$ cat src/pcr_pkg.sv
/*
 * Shared constants and state types of the power-management control logic:
 * bus address, register offsets, field positions, timing counts, state types.
 * Assumes a single 25 MHz clock domain and synchronous active-high reset.
 */
package pcr_pkg;

  localparam logic [6:0] PCR_SLAVE_ADDR = 7'h14;

  localparam logic [7:0] PCR_OFS_REVISION = 8'h00;
  localparam logic [7:0] PCR_OFS_BUCK_A_VSEL = 8'h01;
  localparam logic [7:0] PCR_OFS_BUCK_B_LIN_VSEL = 8'h02;
  localparam logic [7:0] PCR_OFS_REG_EN_STATUS = 8'h03;
  localparam logic [7:0] PCR_OFS_OP_CTRL = 8'h04;
  localparam logic [7:0] PCR_OFS_EN_PIN_CTRL = 8'h05;

  // Field positions
  localparam int PCR_BIT_EXT_9M6 = 6;
  localparam int PCR_BIT_EXT_19M2 = 5;
  localparam int PCR_BIT_SYNC_COUPLING_AC_SELECT = 4;
  localparam int PCR_BIT_THERMAL = 0;
  localparam int PCR_BIT_FORCE_SD = 0;
  localparam int PCR_BIT_PIN_DRV_ACT = 1;
  localparam int PCR_BIT_PIN_DRV_LVL = 0;

  // Reset values of host-writable fields
  localparam logic [3:0] PCR_RST_CMD_EN = 4'h0;
  localparam logic [2:0] PCR_RST_SYNC_SEL = 3'h0;
  localparam logic [2:0] PCR_RST_LINK = 3'h0;

  // Switching clock dividers
  localparam logic [2:0] PCR_DIV_9M6 = 3'h3;
  localparam logic [2:0] PCR_DIV_19M2 = 3'h6;

  // Pin-enable power-up sequence step
  localparam int PCR_CLK_FREQ_MHZ = 25;
  localparam int PCR_SEQ_STEP_US = 100;
  localparam int PCR_SEQ_STEP_CYC = PCR_SEQ_STEP_US * PCR_CLK_FREQ_MHZ;
  localparam logic [1:0] PCR_SEQ_LAST = 2'h3;

  typedef enum logic [2:0] {
    PCR_ST_IDLE = 3'b000,
    PCR_ST_ADDR = 3'b001,
    PCR_ST_ADDR_ACK = 3'b010,
    PCR_ST_WRITE = 3'b011,
    PCR_ST_WRITE_ACK = 3'b100,
    PCR_ST_READ = 3'b101,
    PCR_ST_READ_ACK = 3'b110
  } pcr_i2c_state_t;

  typedef struct packed {
    logic scl_s1;
    logic scl_s2;
    logic scl_d;
    logic sda_s1;
    logic sda_s2;
    logic sda_d;
    logic ot_s1;
    logic ot_s2;
    logic ot_d;
    logic uv_s1;
    logic uv_s2;
    logic en_s1;
    logic en_s2;
    logic [2:0] pg_s1;
    logic [2:0] pg_s2;
    pcr_i2c_state_t st;
    logic [3:0] bit_cnt;
    logic [7:0] shift;
    logic rw;
    logic have_idx;
    logic master_ack;
    logic [7:0] idx;
    logic sda_oe;
    logic [2:0] vsel_a;
    logic [3:0] vsel_b;
    logic [3:0] vsel_l;
    logic [3:0] cmd_en;
    logic force_sd;
    logic [2:0] sync_sel;
    logic [2:0] link;
    logic thermal_fault_flag;
    logic pin_drive_active;
    logic pin_drive_level;
    logic [1:0] seq_step;
    logic [11:0] seq_cnt;
    logic [2:0] reg_en;
    logic shutdown_out_n;
  } pcr_state_t;

  typedef struct packed {
    logic sync_s1;
    logic sync_s2;
    logic sync_d;
    logic [1:0] pwm_s1;
    logic [1:0] pwm_s2;
    logic [1:0] lim_s1;
    logic [1:0] lim_s2;
    logic [1:0] zero_s1;
    logic [1:0] zero_s2;
    logic [1:0] limit_hold;
    logic [2:0] div_cnt;
    logic sw_clk;
    logic ext_active;
    logic [1:0] hs_on;
    logic [1:0] ls_on;
  } pcr_sw_state_t;

endpackage

$ cat src/pcr_control_regs.sv
/*
 * Control logic of an imaging-module power unit: serial-bus slave with its
 * register bank, regulator enables, thermal fault handling, undervoltage
 * gating, pin-enable sequencing and the switching control block.
 * Assumes bus lines, analog flags and the enable pin are asynchronous pins
 * and that fuse values are stable while reset is applied.
 */
// Summary of operation
// (RQ1) 9.6 MHz sync selected: divide by three
// (RQ2) 19.2 MHz sync selected: divide by six
// (RQ3) Coupling bit: one ac, zero dc
// (RQ4) Slave only, 100 or 400 kHz bus
// (RQ5) Answers fixed seven-bit address 0010100
// (RQ6) Address last bit: one read, zero write
// (RQ7) Undervoltage lockout keeps all converters off
// (RQ8) Overtemperature disables outputs until it clears
// (RQ9) Thermal event latches fault flag in 0x04
// (RQ10) Fault flag set blocks enable bit writes
// (RQ11) Host clears flag before enabling regulators
// (RQ12) Command mode: outputs stay off after recovery
// (RQ13) Fault withholds acknowledge after a command
// (RQ14) Writing flag one acts as thermal shutdown
// (RQ15) Pin high: automatic restart and power-up sequence
// (RQ16) Flag stays set after automatic recovery
// (RQ17) Current limit: high side off, low on
// (RQ18) Revision register read-only, three fields
// (RQ19) Buck A voltage code fuse-loaded, writable
// (RQ20) Host sets operation control over the bus
// (RQ21) Enable pin input after reset, output optional
// (RQ22) Write: address, index, data; read via restart
`timescale 1ns/1ps
`default_nettype none

module pcr_control_regs
  import pcr_pkg::*;
#(
  parameter logic [2:0] MAJOR_REV = 3'h1, // Arbitrary value
  parameter logic [2:0] MINOR_REV = 3'h0, // Arbitrary value
  parameter logic [1:0] OPTION_CODE = 2'h0 // Arbitrary value
)(
  input wire logic I_CLK,
  input wire logic I_SRST,
  input wire logic I_SCL,
  input wire logic I_SDA,
  output logic O_SDA_OUT,
  output logic O_SDA_OE,
  input wire logic I_EN_PIN,
  output logic O_EN_PIN_OUT,
  output logic O_EN_PIN_OE,
  input wire logic I_UNDERVOLTAGE_LOCKOUT,
  input wire logic I_OVERTEMP,
  input wire logic [2:0] I_POWER_GOOD,
  input wire logic [2:0] I_FUSE_BUCK_A_VCODE,
  input wire logic [3:0] I_FUSE_BUCK_B_VCODE,
  input wire logic [3:0] I_FUSE_LINEAR_VCODE,
  input wire logic I_SYNC,
  input wire logic [1:0] I_PWM,
  input wire logic [1:0] I_PEAK_LIMIT,
  input wire logic [1:0] I_ZERO_CURRENT,
  output logic [2:0] O_REG_ENABLE,
  output logic O_SHUTDOWN_OUT_N,
  output logic [2:0] O_BUCK_A_VCODE,
  output logic [3:0] O_BUCK_B_VCODE,
  output logic [3:0] O_LINEAR_VCODE,
  output logic O_SYNC_COUPLING_AC_SELECT_SELECT,
  output logic O_SW_CLK,
  output logic O_EXT_SYNC_ACTIVE,
  output logic [1:0] O_HS_ON,
  output logic [1:0] O_LS_ON
);

  pcr_state_t r;
  pcr_state_t n;
  logic scl_rise;
  logic scl_fall;
  logic start_cond;
  logic stop_cond;
  logic fault_active;
  logic pin_enable_mode;

  function automatic logic [7:0] read_reg(input pcr_state_t s);
    logic [7:0] v;
    v = 8'h00;
    unique case (s.idx)
      PCR_OFS_REVISION: v = {MAJOR_REV, MINOR_REV, OPTION_CODE}; // RQ18
      PCR_OFS_BUCK_A_VSEL: v = {5'h00, s.vsel_a};
      PCR_OFS_BUCK_B_LIN_VSEL: v = {s.vsel_b, s.vsel_l};
      PCR_OFS_REG_EN_STATUS: v = {s.cmd_en, s.pg_s2[0], s.pg_s2[1], s.pg_s2[2], s.force_sd};
      PCR_OFS_OP_CTRL: v = {1'b0, s.sync_sel, s.link, s.thermal_fault_flag};
      PCR_OFS_EN_PIN_CTRL: v = {6'h00, s.pin_drive_active, s.pin_drive_level};
      default: v = 8'h00;
    endcase
    return v;
  endfunction

  ////////////////////////////////////////////////////////////////////////////
  // Edge and bus-condition detection on the second synchroniser stage only
  assign scl_rise = r.scl_s2 && !r.scl_d;
  assign scl_fall = !r.scl_s2 && r.scl_d;
  assign start_cond = r.scl_s2 && r.scl_d && !r.sda_s2 && r.sda_d;
  assign stop_cond = r.scl_s2 && r.scl_d && r.sda_s2 && !r.sda_d;
  assign fault_active = r.ot_s2 || r.uv_s2;
  assign pin_enable_mode = !r.pin_drive_active && r.en_s2; // RQ21

  ////////////////////////////////////////////////////////////////////////////
  always_comb begin
    logic wr_stb;
    logic tsd_set_wr;
    logic tsd_clr_wr;
    logic tsd_event;
    logic [7:0] rd_byte;
    wr_stb = 1'b0;
    tsd_set_wr = 1'b0;
    tsd_clr_wr = 1'b0;
    tsd_event = 1'b0;
    rd_byte = 8'h00;
    n = r;
    n.scl_s1 = I_SCL;
    n.scl_s2 = r.scl_s1;
    n.scl_d = r.scl_s2;
    n.sda_s1 = I_SDA;
    n.sda_s2 = r.sda_s1;
    n.sda_d = r.sda_s2;
    n.ot_s1 = I_OVERTEMP;
    n.ot_s2 = r.ot_s1;
    n.ot_d = r.ot_s2;
    n.uv_s1 = I_UNDERVOLTAGE_LOCKOUT;
    n.uv_s2 = r.uv_s1;
    n.en_s1 = I_EN_PIN;
    n.en_s2 = r.en_s1;
    n.pg_s1 = I_POWER_GOOD;
    n.pg_s2 = r.pg_s1;

    // Serial slave; timing is oversampled, so both bus speeds work
    if (scl_rise && (r.st == PCR_ST_ADDR || r.st == PCR_ST_WRITE)) begin // RQ4
      n.shift = {r.shift[6:0], r.sda_s2};
      n.bit_cnt = r.bit_cnt + 4'h1;
    end
    unique case (r.st)
      PCR_ST_IDLE: begin
        n.sda_oe = 1'b0;
      end
      PCR_ST_ADDR: begin
        if (scl_fall && r.bit_cnt == 4'h8) begin
          if (r.shift[7:1] == PCR_SLAVE_ADDR) begin // RQ5
            n.rw = r.shift[0]; // RQ6
            n.sda_oe = 1'b1;
            n.st = PCR_ST_ADDR_ACK;
          end else begin
            n.st = PCR_ST_IDLE;
          end
        end
      end
      PCR_ST_ADDR_ACK: begin
        if (scl_fall) begin
          n.bit_cnt = 4'h0;
          if (r.rw) begin
            rd_byte = read_reg(r); // RQ22
            n.shift = rd_byte;
            n.sda_oe = !rd_byte[7];
            n.st = PCR_ST_READ;
          end else begin
            n.have_idx = 1'b0;
            n.sda_oe = 1'b0;
            n.st = PCR_ST_WRITE;
          end
        end
      end
      PCR_ST_WRITE: begin
        if (scl_fall && r.bit_cnt == 4'h8) begin
          if (!r.have_idx) begin
            n.idx = r.shift; // RQ22
            n.have_idx = 1'b1;
            n.sda_oe = 1'b1;
          end else if (!fault_active) begin
            wr_stb = 1'b1;
            n.sda_oe = 1'b1;
          end else begin
            n.sda_oe = 1'b0; // RQ13
          end
          n.st = PCR_ST_WRITE_ACK;
        end
      end
      PCR_ST_WRITE_ACK: begin
        if (scl_fall) begin
          n.sda_oe = 1'b0;
          n.bit_cnt = 4'h0;
          n.st = PCR_ST_WRITE;
        end
      end
      PCR_ST_READ: begin
        if (scl_fall) begin
          if (r.bit_cnt == 4'h7) begin
            n.sda_oe = 1'b0;
            n.st = PCR_ST_READ_ACK;
          end else begin
            n.shift = {r.shift[6:0], 1'b0};
            n.sda_oe = !r.shift[6];
            n.bit_cnt = r.bit_cnt + 4'h1;
          end
        end
      end
      PCR_ST_READ_ACK: begin
        if (scl_rise) begin
          n.master_ack = !r.sda_s2;
        end
        if (scl_fall) begin
          if (r.master_ack) begin
            n.idx = r.idx + 8'h01;
            n.shift = read_reg(n);
            n.sda_oe = !n.shift[7];
            n.bit_cnt = 4'h0;
            n.st = PCR_ST_READ;
          end else begin
            n.st = PCR_ST_IDLE;
          end
        end
      end
    endcase
    if (start_cond) begin // RQ22
      n.st = PCR_ST_ADDR;
      n.bit_cnt = 4'h0;
      n.sda_oe = 1'b0;
    end else if (stop_cond) begin
      n.st = PCR_ST_IDLE;
      n.sda_oe = 1'b0;
    end

    ////////////////////////////////////////////////////////////////////////
    // Register writes; index steps on so bursts fill consecutive registers
    if (wr_stb) begin
      n.idx = r.idx + 8'h01;
      unique case (r.idx)
        PCR_OFS_BUCK_A_VSEL: n.vsel_a = r.shift[2:0]; // RQ19
        PCR_OFS_BUCK_B_LIN_VSEL: begin
          n.vsel_b = r.shift[7:4];
          n.vsel_l = r.shift[3:0];
        end
        PCR_OFS_REG_EN_STATUS: begin
          if (!r.thermal_fault_flag) begin
            n.cmd_en = r.shift[7:4]; // RQ10 RQ11
          end
          n.force_sd = r.shift[PCR_BIT_FORCE_SD];
        end
        PCR_OFS_OP_CTRL: begin
          n.sync_sel = r.shift[PCR_BIT_EXT_9M6:PCR_BIT_SYNC_COUPLING_AC_SELECT]; // RQ20 RQ3
          n.link = r.shift[3:1];
          tsd_set_wr = r.shift[PCR_BIT_THERMAL];
          tsd_clr_wr = !r.shift[PCR_BIT_THERMAL];
        end
        PCR_OFS_EN_PIN_CTRL: begin
          n.pin_drive_active = r.shift[PCR_BIT_PIN_DRV_ACT]; // RQ21
          n.pin_drive_level = r.shift[PCR_BIT_PIN_DRV_LVL];
        end
        default: begin
        end
      endcase
    end

    ////////////////////////////////////////////////////////////////////////
    // Thermal fault: set wins over a clear in the same cycle
    tsd_event = (r.ot_s2 && !r.ot_d) || tsd_set_wr; // RQ14
    if (tsd_clr_wr) begin
      n.thermal_fault_flag = 1'b0;
    end
    if (tsd_event) begin
      n.thermal_fault_flag = 1'b1; // RQ9 RQ16
      n.cmd_en = PCR_RST_CMD_EN; // RQ12
    end

    // Pin-mode sequencer restarts from scratch after any shutdown
    if (!pin_enable_mode || fault_active || tsd_event) begin // RQ15
      n.seq_step = 2'h0;
      n.seq_cnt = 12'h000;
    end else if (r.seq_step != PCR_SEQ_LAST) begin
      if (r.seq_cnt == 12'(PCR_SEQ_STEP_CYC - 1)) begin
        n.seq_step = r.seq_step + 2'h1;
        n.seq_cnt = 12'h000;
      end else begin
        n.seq_cnt = r.seq_cnt + 12'h001;
      end
    end

    // Regulator 0 is buck A, 1 buck B, 2 the linear regulator
    for (int i = 0; i < 3; i++) begin
      n.reg_en[i] = !fault_active && !tsd_event // RQ7 RQ8
        && ((r.seq_step > 2'(i)) || r.cmd_en[3 - i] || r.cmd_en[0]);
    end
    n.shutdown_out_n = !r.force_sd
      && ((r.pg_s2 | ~{r.link[0], r.link[1], r.link[2]}) == 3'h7);
  end

  ////////////////////////////////////////////////////////////////////////////
  // Fuse codes captured by the clocked reset, not by an async path
  always_ff @(posedge I_CLK) begin
    if (I_SRST) begin
      r <= '0;
      r.scl_s1 <= 1'b1;
      r.scl_s2 <= 1'b1;
      r.scl_d <= 1'b1;
      r.sda_s1 <= 1'b1;
      r.sda_s2 <= 1'b1;
      r.sda_d <= 1'b1;
      r.st <= PCR_ST_IDLE;
      r.vsel_a <= I_FUSE_BUCK_A_VCODE; // RQ19
      r.vsel_b <= I_FUSE_BUCK_B_VCODE;
      r.vsel_l <= I_FUSE_LINEAR_VCODE;
      r.cmd_en <= PCR_RST_CMD_EN;
      r.sync_sel <= PCR_RST_SYNC_SEL;
      r.link <= PCR_RST_LINK;
      r.shutdown_out_n <= 1'b1;
    end else begin
      r <= n;
    end
  end

  ////////////////////////////////////////////////////////////////////////////
  pcr_switch_ctrl u_switch (
    .i_clk(I_CLK),
    .i_srst(I_SRST),
    .i_sync(I_SYNC),
    .i_sel_9m6(r.sync_sel[2]),
    .i_sel_19m2(r.sync_sel[1]),
    .i_buck_en(r.reg_en[1:0]),
    .i_pwm(I_PWM),
    .i_peak_limit(I_PEAK_LIMIT),
    .i_zero_current(I_ZERO_CURRENT),
    .o_sw_clk(O_SW_CLK),
    .o_ext_active(O_EXT_SYNC_ACTIVE),
    .o_hs_on(O_HS_ON),
    .o_ls_on(O_LS_ON)
  );

  // Open-drain data: the driven level is always low
  assign O_SDA_OUT = 1'b0;
  assign O_SDA_OE = r.sda_oe;
  assign O_EN_PIN_OUT = r.pin_drive_level;
  assign O_EN_PIN_OE = r.pin_drive_active;
  assign O_REG_ENABLE = r.reg_en;
  assign O_SHUTDOWN_OUT_N = r.shutdown_out_n;
  assign O_BUCK_A_VCODE = r.vsel_a;
  assign O_BUCK_B_VCODE = r.vsel_b;
  assign O_LINEAR_VCODE = r.vsel_l;
  assign O_SYNC_COUPLING_AC_SELECT_SELECT = r.sync_sel[0]; // RQ3

endmodule

`default_nettype wire

$ cat src/pcr_switch_ctrl.sv
/*
 * Switching-clock divider for the external sync input and per-buck
 * current-limit switch control.
 * Assumes all pin inputs are asynchronous and the enables come from the
 * same clock domain.
 */
`timescale 1ns/1ps
`default_nettype none

module pcr_switch_ctrl
  import pcr_pkg::*;
(
  input wire logic i_clk,
  input wire logic i_srst,
  input wire logic i_sync,
  input wire logic i_sel_9m6,
  input wire logic i_sel_19m2,
  input wire logic [1:0] i_buck_en,
  input wire logic [1:0] i_pwm,
  input wire logic [1:0] i_peak_limit,
  input wire logic [1:0] i_zero_current,
  output logic o_sw_clk,
  output logic o_ext_active,
  output logic [1:0] o_hs_on,
  output logic [1:0] o_ls_on
);

  pcr_sw_state_t r;
  pcr_sw_state_t n;
  logic [2:0] div_n;
  logic [2:0] cnt_n;
  wire [1:0] hold_n;
  wire [1:0] hs_n;
  wire [1:0] ls_n;

  ////////////////////////////////////////////////////////////////////////////
  always_comb begin
    n = r;
    n.sync_s1 = i_sync;
    n.sync_s2 = r.sync_s1;
    n.sync_d = r.sync_s2;
    n.pwm_s1 = i_pwm;
    n.pwm_s2 = r.pwm_s1;
    n.lim_s1 = i_peak_limit;
    n.lim_s2 = r.lim_s1;
    n.zero_s1 = i_zero_current;
    n.zero_s2 = r.zero_s1;
    // Exactly one select must be set; both or neither falls back internal
    n.ext_active = i_sel_9m6 ^ i_sel_19m2;
    div_n = i_sel_9m6 ? PCR_DIV_9M6 : PCR_DIV_19M2; // RQ1 RQ2
    cnt_n = r.div_cnt;
    if (!r.ext_active) begin
      cnt_n = 3'h0;
    end else if (r.sync_s2 && !r.sync_d) begin
      cnt_n = (r.div_cnt >= div_n - 3'h1) ? 3'h0 : r.div_cnt + 3'h1; // RQ1 RQ2
    end
    n.div_cnt = cnt_n;
    n.sw_clk = r.ext_active && (cnt_n < {1'b0, div_n[2:1]});
    n.limit_hold = hold_n;
    n.hs_on = hs_n;
    n.ls_on = ls_n;
  end

  // Limit holds the low side on until the inductor current is zero
  // A new limit event wins over the zero-current release
  for (genvar b = 0; b < 2; b++) begin : g_buck
    assign hold_n[b] = i_buck_en[b]
      && (r.lim_s2[b] || (r.limit_hold[b] && !r.zero_s2[b])); // RQ17
    assign hs_n[b] = i_buck_en[b] && r.pwm_s2[b] && !hold_n[b]; // RQ17
    assign ls_n[b] = i_buck_en[b] && (!r.pwm_s2[b] || hold_n[b]); // RQ17
  end

  ////////////////////////////////////////////////////////////////////////////
  always_ff @(posedge i_clk) begin
    if (i_srst) begin
      r <= '0;
    end else begin
      r <= n;
    end
  end

  assign o_sw_clk = r.sw_clk;
  assign o_ext_active = r.ext_active;
  assign o_hs_on = r.hs_on;
  assign o_ls_on = r.ls_on;

endmodule

`default_nettype wire

$ cat config.mk
export PLATFORM = sky130hd
export DESIGN_NAME = pcr_control_regs
export DESIGN_NICKNAME = d
export VERILOG_FILES = /design/src/pcr_pkg.sv /design/src/pcr_control_regs.sv /design/src/pcr_switch_ctrl.sv
export SDC_FILE = /design/constraint.sdc
export NUM_CORES = 1
export LEC_CHECK = 0
export BUFFER_PORTS_ARGS = -buffer_cell sky130_fd_sc_hd__buf_4
export CAP_MARGIN = 20
export CORE_UTILIZATION = 45
export CTS_CLUSTER_SIZE = 28
export DETAILED_ROUTE_END_ITERATION = 10
export GPL_TIMING_DRIVEN = 0
export SLEW_MARGIN = 0
export SYNTH_ARGS = -nofsm -noshare
export SYNTH_HDL_FRONTEND = slang
export SYNTH_SLANG_ARGS = --single-unit
$ cat constraint.sdc
create_clock -name I_CLK -period 2.4 [get_ports I_CLK]
set_input_delay 0.6 -clock I_CLK [delete_from_list [all_inputs] [get_ports I_CLK]]
set_output_delay 0.6 -clock I_CLK [all_outputs]
set_load 0.005 [all_outputs]
* Word-level counts from Yosys, hierarchy flattened *
Index checks and enable logic that the tools add are counted.

word-level totals
  register bits = 115
  latch bits = 0
  bits in writable memories = 0
  bits in read-only memories = 0
  input bits = 28
  memories = 0

cells by class
  add/subtract/negate cells = 6
  multiply operators = 0
  div/mod/pow operators = 0
  $lt $le $gt $ge = 5
  equality and inequality tests = 43
  shift-type cells = 0
  mux-type cells = 74
  bitwise operators = 4
  reductions and logical operators = 93

operators with widths
  kind                count
  $pmux 8 s6          2
  $mux 8              10
  $mux 12             4
  $mux 15             3
  $mux 43             1
  $eq 8x2->1 const B  4
  $eq 8x3->1 const B  4
  $mux 3              10
  $logic_and 1x1->1   28
  $mux 14             2
  $mux 9              3
  $pmux 8 s3          1
  $reduce_and 8->1    3
  $mux 1              23
  $mux 22             1
  $logic_not 1->1     21
  $ne 4x4->1 const B  5
  $pmux 3 s6          1
  $eq 8x1->1 const B  2
  $logic_not 8->1     2
  $ne 2x2->1 const B  8
  $pmux 4 s4          1
  $pmux 8 s2          1
  $logic_or 1x1->1    15
  44 further kinds    70

* Longest topological paths before layout *
Gate-level depths: netlist of run 1.

  word-level depth = 11
  depth in mapped cells = 10
  mapped depth without buffers = 10

* Cells and area by module *
From an unflattened synthesis of run 1, not the netlist that was laid out.

unflattened totals
  cell total of the unflattened synthesis = 673
  area, all modules = 6074.6 sq um

by module, submodules not included
  module            times used  cells each  area each (sq um)  seq. area each (sq um)
  pcr_control_regs  1           582         5111.2             1891.8
  pcr_switch_ctrl   1           91          963.4              520.5

* Least setup slack after synthesis of run 1 *
OpenSTA, ideal clock, no wires.

  kind = register -> register
  start = reg r[26] in the netlist's numbering
  end = reg u_switch.r, in the netlist u_switch.o_sw_clk
  setup time = 0.116 ns
  data arrival time = 1.936 ns
  required time = 2.284 ns
  setup slack = 0.347 ns
  cell stages (with the launch flop) = 11
  period minus slack after synthesis = 2.053 ns
  cell sequence = dfxtp_1 -> inv_1 -> ha_1 -> nand2b_1 -> a21o_1 -> a21oi_1 -> o21ai_0 -> nor2_1 -> ha_1 -> a21oi_1 -> o211a_1

between the ends
  cells in the longest elaborated chain, start to end = 8

RTL lines
  element                      line                     text
  start: declaration           pcr_control_regs.sv:72   pcr_state_t r;
  start signal: assignment     pcr_control_regs.sv:313  r <= n;
  $mux 3                       pcr_switch_ctrl.sv:50    div_n = i_sel_9m6 ? PCR_DIV_9M6 : PCR_DIV_19M2;
  $sub 3x1->3                  pcr_switch_ctrl.sv:55    cnt_n = (r.div_cnt >= div_n - 3'h1) ? 3'h0 : r.div_cnt + 3'h1;
  $ge 3x3->1                   pcr_switch_ctrl.sv:55
  $mux 3                       pcr_switch_ctrl.sv:55
  $mux 3                       pcr_switch_ctrl.sv:54    end else if (r.sync_s2 && !r.sync_d) begin
  $mux 3                       pcr_switch_ctrl.sv:52    if (!r.ext_active) begin
  named net u_switch.cnt_n[1]  pcr_switch_ctrl.sv:31    logic [2:0] cnt_n;
  $lt 3x2->1                   pcr_switch_ctrl.sv:58    n.sw_clk = r.ext_active && (cnt_n < {1'b0, div_n[2:1]});
  $logic_and 1x1->1            pcr_switch_ctrl.sv:58
  end signal: assignment       pcr_switch_ctrl.sv:78    r <= n;
  end: declaration             pcr_switch_ctrl.sv:28    pcr_sw_state_t r;

The timed path passes the listed nets, and every way through them passes these cells.
A chain may end at the register's enable or synchronous reset.

* Worst setup path after layout of run 1 *
  start = reg r[45] in the netlist's numbering
  end = reg r[62] in the netlist's numbering

between the ends
  cells in the longest elaborated chain, start to end = 9

RTL lines
  element                             line                     text
  $add 8x1->8                         pcr_control_regs.sv:209  n.idx = r.idx + 8'h01;
  $eq 8x3->1 (tied with other cells)  pcr_control_regs.sv:84   unique case (s.idx)
  $pmux 8 s6                          pcr_control_regs.sv:84
  $mux 8                              pcr_control_regs.sv:208  if (r.master_ack) begin
  $mux 8                              pcr_control_regs.sv:207  if (scl_fall) begin
  $mux 8                              pcr_control_regs.sv:139  unique case (r.st)
  $mux 12                             pcr_control_regs.sv:208
  $mux 15                             pcr_control_regs.sv:207
  $pmux 8 s3 *                        pcr_control_regs.sv:139

Mark *: on every way between the ends. The rest lies on a longest branch, timed or not. The select of a mux whose other input is x is not followed.

==> results of run 1 <==
synthesized netlist by cell type (3+ instances only):
cell type and number:
ha_1 16, edfxtp_1 11, or2_2 9, and4_1 3, xnor2_1 9, a222oi_1 9
nor3b_1 5, a221oi_1 6, nand2_1 40, o21ai_0 23, and3_1 5, inv_1 16
a21oi_1 34, buf_2 16, o21ai_1 5, nor3_1 13, nand3_1 19, a31o_2 3
mux2i_1 26, a32oi_1 5, o31ai_1 3, nand2b_1 15, a21o_1 4, a31oi_1 10
o32ai_1 4, nand3b_1 8, buf_4 24, or3_1 3, dfxtp_1 104, nor2b_1 36
nor2_2 10, o2bb2ai_1 4, a311oi_1 3, nor2_1 52, a211oi_2 3, a211oi_1 6
nand4_1 13, a22o_1 9, xor2_1 10, a22oi_1 7, and3b_1 4, clkbuf_1 23
routing by layer:
metal | part of all wire | GRT usage | up-vias
met4 | 0.024 | 0.111 | 0
met1 | 0.43 | 0.337 | 2587
met5 | 0 | 0 | -
met3 | 0.074 | 0.0565 | 36
li1 | - | - | 2565
met2 | 0.48 | 0.425 | 254
power breakdown:
part	switching [mW]	total (mW)	internal (mW)
Clock	0.922	2.64	1.72
Sequential	0.0290	2.01	1.98
Combinational	0.109	0.219	0.110
placed cells by master (no fill, tap or decap), types with 17 or more instances in the layout:
| cell | Yosys | routed |
|---|---|---|
| nand3_1 | 19 | 19 |
| buf_4 | 24 | 77 |
| nand2_1 | 40 | 40 |
| o21ai_0 | 23 | 22 |
| a21oi_1 | 34 | 34 |
| dfxtp_1 | 104 | 102 |
| nor2b_1 | 36 | 36 |
| nor2_1 | 52 | 51 |
| mux2i_1 | 26 | 26 |
| clkbuf_1 | 23 | 17 |
| clkbuf_16 | 0 | 18 |
flip-flops by register name (all words and copies together), names as in the netlist, 2 cells and up:
name              cells
O_BUCK_A_VCODE        3
n                    11
O_BUCK_B_VCODE        4
O_REG_ENABLE          3
O_LINEAR_VCODE        4
u_switch.o_ls_on      2
r                    59
u_switch.r           12
u_switch.n            8
u_switch.o_hs_on      2
how the worst min path moves through the flow:
stage                     startpoint     to  slack, ns  cells past startpoint
final                          I_SDA  n[84]       0.37                      2
after global placement         n[84]  n[83]       0.39                      1
after global routing           I_SDA  n[84]       0.36                      2
after detailed placement       n[84]  n[83]       0.40                      1
after floorplan                n[84]  n[83]       0.39                      1
after CTS                      I_SDA  n[84]       0.35                      2
worst reg2reg max path, cell delays in order (launching register included):
cell and delay [ns]:
dfxtp_1 0.51, ha_1 0.36, xor2_2 0.19, o21bai_1 0.24
a211oi_4 0.45, nand4_1 0.17, a221oi_1 0.27
cell families (layout without fill, tap and decap cells):
family | Yosys count | in the layout | share of synthesized area
and+or+nand+nor | 253 | 253 | 0.235
AOI/OAI and AO/OA | 158 | 158 | 0.190
DFF | 115 | 115 | 0.397
buffers and inverters | 83 | 165 | 0.0718
muxes | 27 | 27 | 0.0447
xor gates and xnor gates | 19 | 19 | 0.0274
adders and majority gates | 16 | 16 | 0.0329
other | 1 | 1 | 0.000617
repair_timing:
action                     in CTS  in global routing
setup endpoints to repair      11                 30
pin swaps                       0                  2
buffers inserted                0                  1
resized for setup               2                 16
area by class of cell:
| cell class | count | area share |
|---|---|---|
| inverters | 16 | 0.00818 |
| clock inverters | 11 | 0.0203 |
| plain buffers | 66 | 0.0518 |
| well taps | 176 | 0.0300 |
| multi-input cells | 474 | 0.444 |
| flip-flops and latches | 115 | 0.329 |
| clock buffers | 19 | 0.0632 |
| repair buffers | 53 | 0.0542 |
through the flow:
stage,setup WS (ns),std cells
floorplan,0.347,672
global placement,-0.484,900
detailed placement,-0.524,900
CTS,0.0541,930
global route,0.00365,930
finish,0.118,930
==> results.tsv, run 1 <==
metric	value	unit
status	complete, but fails checks	
violations	design-rule violations	
r2r-end	r[62]	
async_flop_share	0	
leakagePower	2.81	nW
ys_seq_area_frac	0.397	
start_kind	flop	
hold_viol	0	
yosysTopAreaCellShare	0.343	
grt_max_degree	17	
synthesis.nets	716	
critPathMaxFanout	8	
end_kind	flop	
ys_ff_latch	115	
fin_total_pwr	4.87	mW
rsz0062_at_grt	false	
slowest_delay	0.51	ns
wl	17.7	mm
clk_latency	0.41	ns
fin_tns_setup	0	ns
cts_sinks	115	
clock.fmax	438	MHz
final_util	0.557	
p_per_area	663	nW/um2
synth_warnings	0	
synth-edff-count	11	
setup_viol	0	
hold_path_class	in2reg	
yosysUniqueCellTypes	77	
post_drt_wl_per_cell	19.0	um
ys.flop_type	dfxtp_1	
slew_headroom	0.518	
nets	787	
die_y	118	um
finalClockSkew	0.00579	ns
final_max_slew_viol_count	0	
dpl_cell_area	6690	um2
critPathSlowestCell	dfxtp_1	
fp.dieArea	14000	um2
numCtsBuffers	17	
drc	1	
design_area	7340	um2
r2r_setup_slack	0.12	ns
seq_area	2410	um2
crit_end	r[62]	
ctsHoldBuffers	0	
clk_pin_slew	0.05	ns
numPortBuffers	52	
multi_input_area	3260	um2
synthCells	672	
antenna_cells	0	
worst_path_dominant_cell_family	compound AO/OA/AOI/OAI gates	
arrival	2.60	ns
cp.required	2.72	ns
crit_start	r[45]	
yosysTopAreaCell	dfxtp_1	
cts_root_buf	clkbuf_16	
path_class	reg2reg	
io_pins	54	
cp.depth	6	
drtIter0Drc	649	
ir_drop	0.498	mV
routabilityCongestion	0.953	
die_x	118	um
synth_area_per_cell	9.05	um2
cts.htree.levels	4	
holdWs	0.366	ns
grt_pass1_vias	5300	
tightest_slew	0.723	ns
worstPathBufferInverterCount	0	
fin_crit_sh	0.951	
worstPathCellList	ha_1, xor2_2, o21bai_1, a211oi_4, nand4_1, a221oi_1	
rows	42	
r2r_cells	6	
clock_path_buffers	2	
post-dp-hpwl	12.7	mm
drive_gt1_frac	0.231	
synth.area.top_cells	dfxtp_1 (34%), edfxtp_1 (5.4%), mux2i_1 (4.3%), nor2b_1 (3.7%), ha_1 (3.3%)	
core_area	13200	um2
cts_tree	yes	
grt.total_usage	0.262	
avgViaCountPerCell	5.85	
ant_nets	0	
fin_crit	2.28	ns
firstDrtPassIters	10	
synth.cell_area	6080	um2
start_util	0.461	
antenna_found_initial	0	
nFillCells	1207	
vias	5442	
grt_pass1_wl	28.2	mm
rr_startpoint	r[45]	
drv_cap	0	
area_delta_synth_final	20.8	%
gr-total-overflow	0	
Note: power is estimated with default switching activity, not from simulation.
==> run 2, diff against run 1 <==
PLACE_DENSITY_LB_ADDON = 0.3   (was unset)
==> run 2 against run 1 <==
Effect of this change:
- the run now ends clean
- sequential share of layout area is 0.37 points higher
- count of clock-buffer cells in the layout is 1 higher
- combinational power is 2% lower
- die area stayed put
- hold slack better by 0.0020 ns
- maximum frequency is 3.0% lower
- clock skew is 0.0075 ns higher
- clock power is 14% lower
==> results.tsv, run 2 (synthesis results as in run 1) <==
metric	value	unit	change
numCtsBuffers	17		unchanged
grt_max_degree	17		unchanged
stdcell_count	931		+0.11%
start_kind	flop		
ant_nets	0		unchanged
vias	5446		+0.074%
fin_tns_setup	0	ns	unchanged
design_area	7250	um2	-1.2%
fin_crit_sh	0.980		+0.0290
drc	0		-1
end_kind	flop		
final_common_cell	dfxtp_1		
fin_crit	2.35	ns	+0.0697 ns
cts_root_buf	clkbuf_16		
ir_drop	0.434	mV	-13%
hold_viol	0		unchanged
avgViaCountPerCell	5.85		about the same
cts_sinks	115		unchanged
setup_viol	0		unchanged
clk_pin_slew	0.05	ns	about the same
final_max_slew_viol_count	0		unchanged
grt_pass1_wl	28.5	mm	+1.1%
finalClockSkew	0.0133	ns	+0.00750 ns
antenna_found_initial	0		unchanged
final_util	0.550		-0.00673
rsz0062_at_grt	false		
tightest_slew	0.696	ns	-0.0267 ns
nets	786		-0.13%
largest-register	r		
post-dp-hpwl	12.7	mm	+0.29%
die_x	118	um	unchanged
cts.htree.levels	4		unchanged
path_class	reg2reg		
drive_gt1_frac	0.225		-0.00560
fp.dieArea	14000	um2	unchanged
post_drt_wl_per_cell	19.2	um	+0.86%
leakagePower	2.77	nW	-1.5%
io_pins	54		unchanged
rows	42		unchanged
ctsHoldBuffers	0		unchanged
drv_cap	0		unchanged
clock.fmax	425	MHz	-3.0%
cp.required	2.47	ns	-0.25 ns
start_util	0.461		unchanged
slew_headroom	0.535		+0.0166
die_y	118	um	unchanged
dp.cells	900		unchanged
grt.total_usage	0.265		+0.00288
antenna_cells	0		unchanged
firstDrtPassIters	5		-5
p_per_area	621	nW/um2	-6.4%
status	completed		
final_cell_mix	dfxtp_1 (104), buf_4 (78), nor2_1 (51), nand2_1 (40), nor2b_1 (36)		
gr-total-overflow	0		unchanged
critPathMaxFanout	10		+2
dpl_cell_area	6690	um2	unchanged
drtIter0Drc	585		-9.9%
clock_path_buffers	2		unchanged
grt_pass1_vias	5294		-0.11%
routabilityCongestion	0.944		-0.92%
cts_tree	yes		
hold_path_class	in2reg		
worst_path_dominant_cell_family	simple AND/OR/NAND/NOR gates		
slowest_delay	0.62	ns	+0.11 ns
area_delta_synth_final	19.3	%	
clk_latency	0.42	ns	about the same
worstPathCellList	buf_4, nor4_2, nand2_1, nor2_1, a21o_1		
nFillCells	1199		-0.66%
critPathSlowestCell	nor4_2		
largest_reg_flops	59		unchanged
wl	17.9	mm	+0.97%
numPortBuffers	52		unchanged
arrival	2.42	ns	-0.18 ns
worstPathBufferInverterCount	1		+1
core_area	13200	um2	unchanged
-- run 2: cell count changes in the layout (fill, tap and decap cells not counted), sizes merged --
| cell | delta |
|---|---|
| buf | +1 |
| bufinv | -3 |
| clkbuf | -1 |
| clkinv | +3 |
| inv | +1 |
-- run 2: worst paths after layout --
check	start	end	slack, ns	depth (start not counted)
worst max-delay path	r[48]	O_BUCK_B_VCODE[0]	0.05	5
worst min-delay path	I_SCL	n[87]	0.37	2
worst max register to register	r[48]	O_BUCK_B_VCODE[0]	0.05	5
worst min register to register	n[87]	n[86]	0.40	1
-- run 2: worst register-to-register path, delay by kind of cell, from the launching register on --
| kind | cells | cell delay [ns] |
|---|---|---|
| AOI/OAI and AO/OA | 1 | 0.40 |
| buffers and inverters | 1 | 0.17 |
| DFF | 1 | 0.32 |
| and+or+nand+nor | 3 | 1.10 |
-- run 2: power by group --
group / switching (mW) / internal, mW / leakage, nW / total (mW)
clock: 0.931 / 1.34 / 0.265 / 2.28
combinational: 0.106 / 0.109 / 1.55 / 0.215
sequential: 0.0310 / 1.98 / 0.954 / 2.01
-- run 2: timing repair --
item | CTS | global route
pin swaps | 0 | 2
setup endpoints to repair | 19 | 19
setup buffers | 0 | 2
gates resized for setup | 3 | 9
cloned | 0 | 0
-- run 2: area by class of cell --
class	count	area (um2)	area share
flip-flops and latches	115	2410	0.333
clock inverters	12	80.1	0.0110
well taps	176	220	0.0304
clock buffers	20	447	0.0616
plain buffers	64	370	0.0511
repair buffers	54	405	0.0559
multi-input cells	474	3260	0.449
inverters	16	60.1	0.00828
-- run 2: stage by stage --
step	total power [mW]	hold WS [ns]	worst slack (ns)
after floorplan	2.16	0.389	0.347
after global placement	2.27	0.398	-0.654
after detailed placement	2.27	0.394	-0.648
after CTS	4.53	0.355	0.0168
after global routing	4.63	0.361	0.00739
final	4.51	0.368	0.0485
-- run 2: layer usage --
layer	global-route usage	wire, um	vias up	part of all wire
li1	-	-	2566	-
met4	0.131	568	0	0.032
met1	0.358	8010	2594	0.45
met2	0.404	7980	241	0.45
met5	0	0	-	0
met3	0.0516	1310	45	0.073
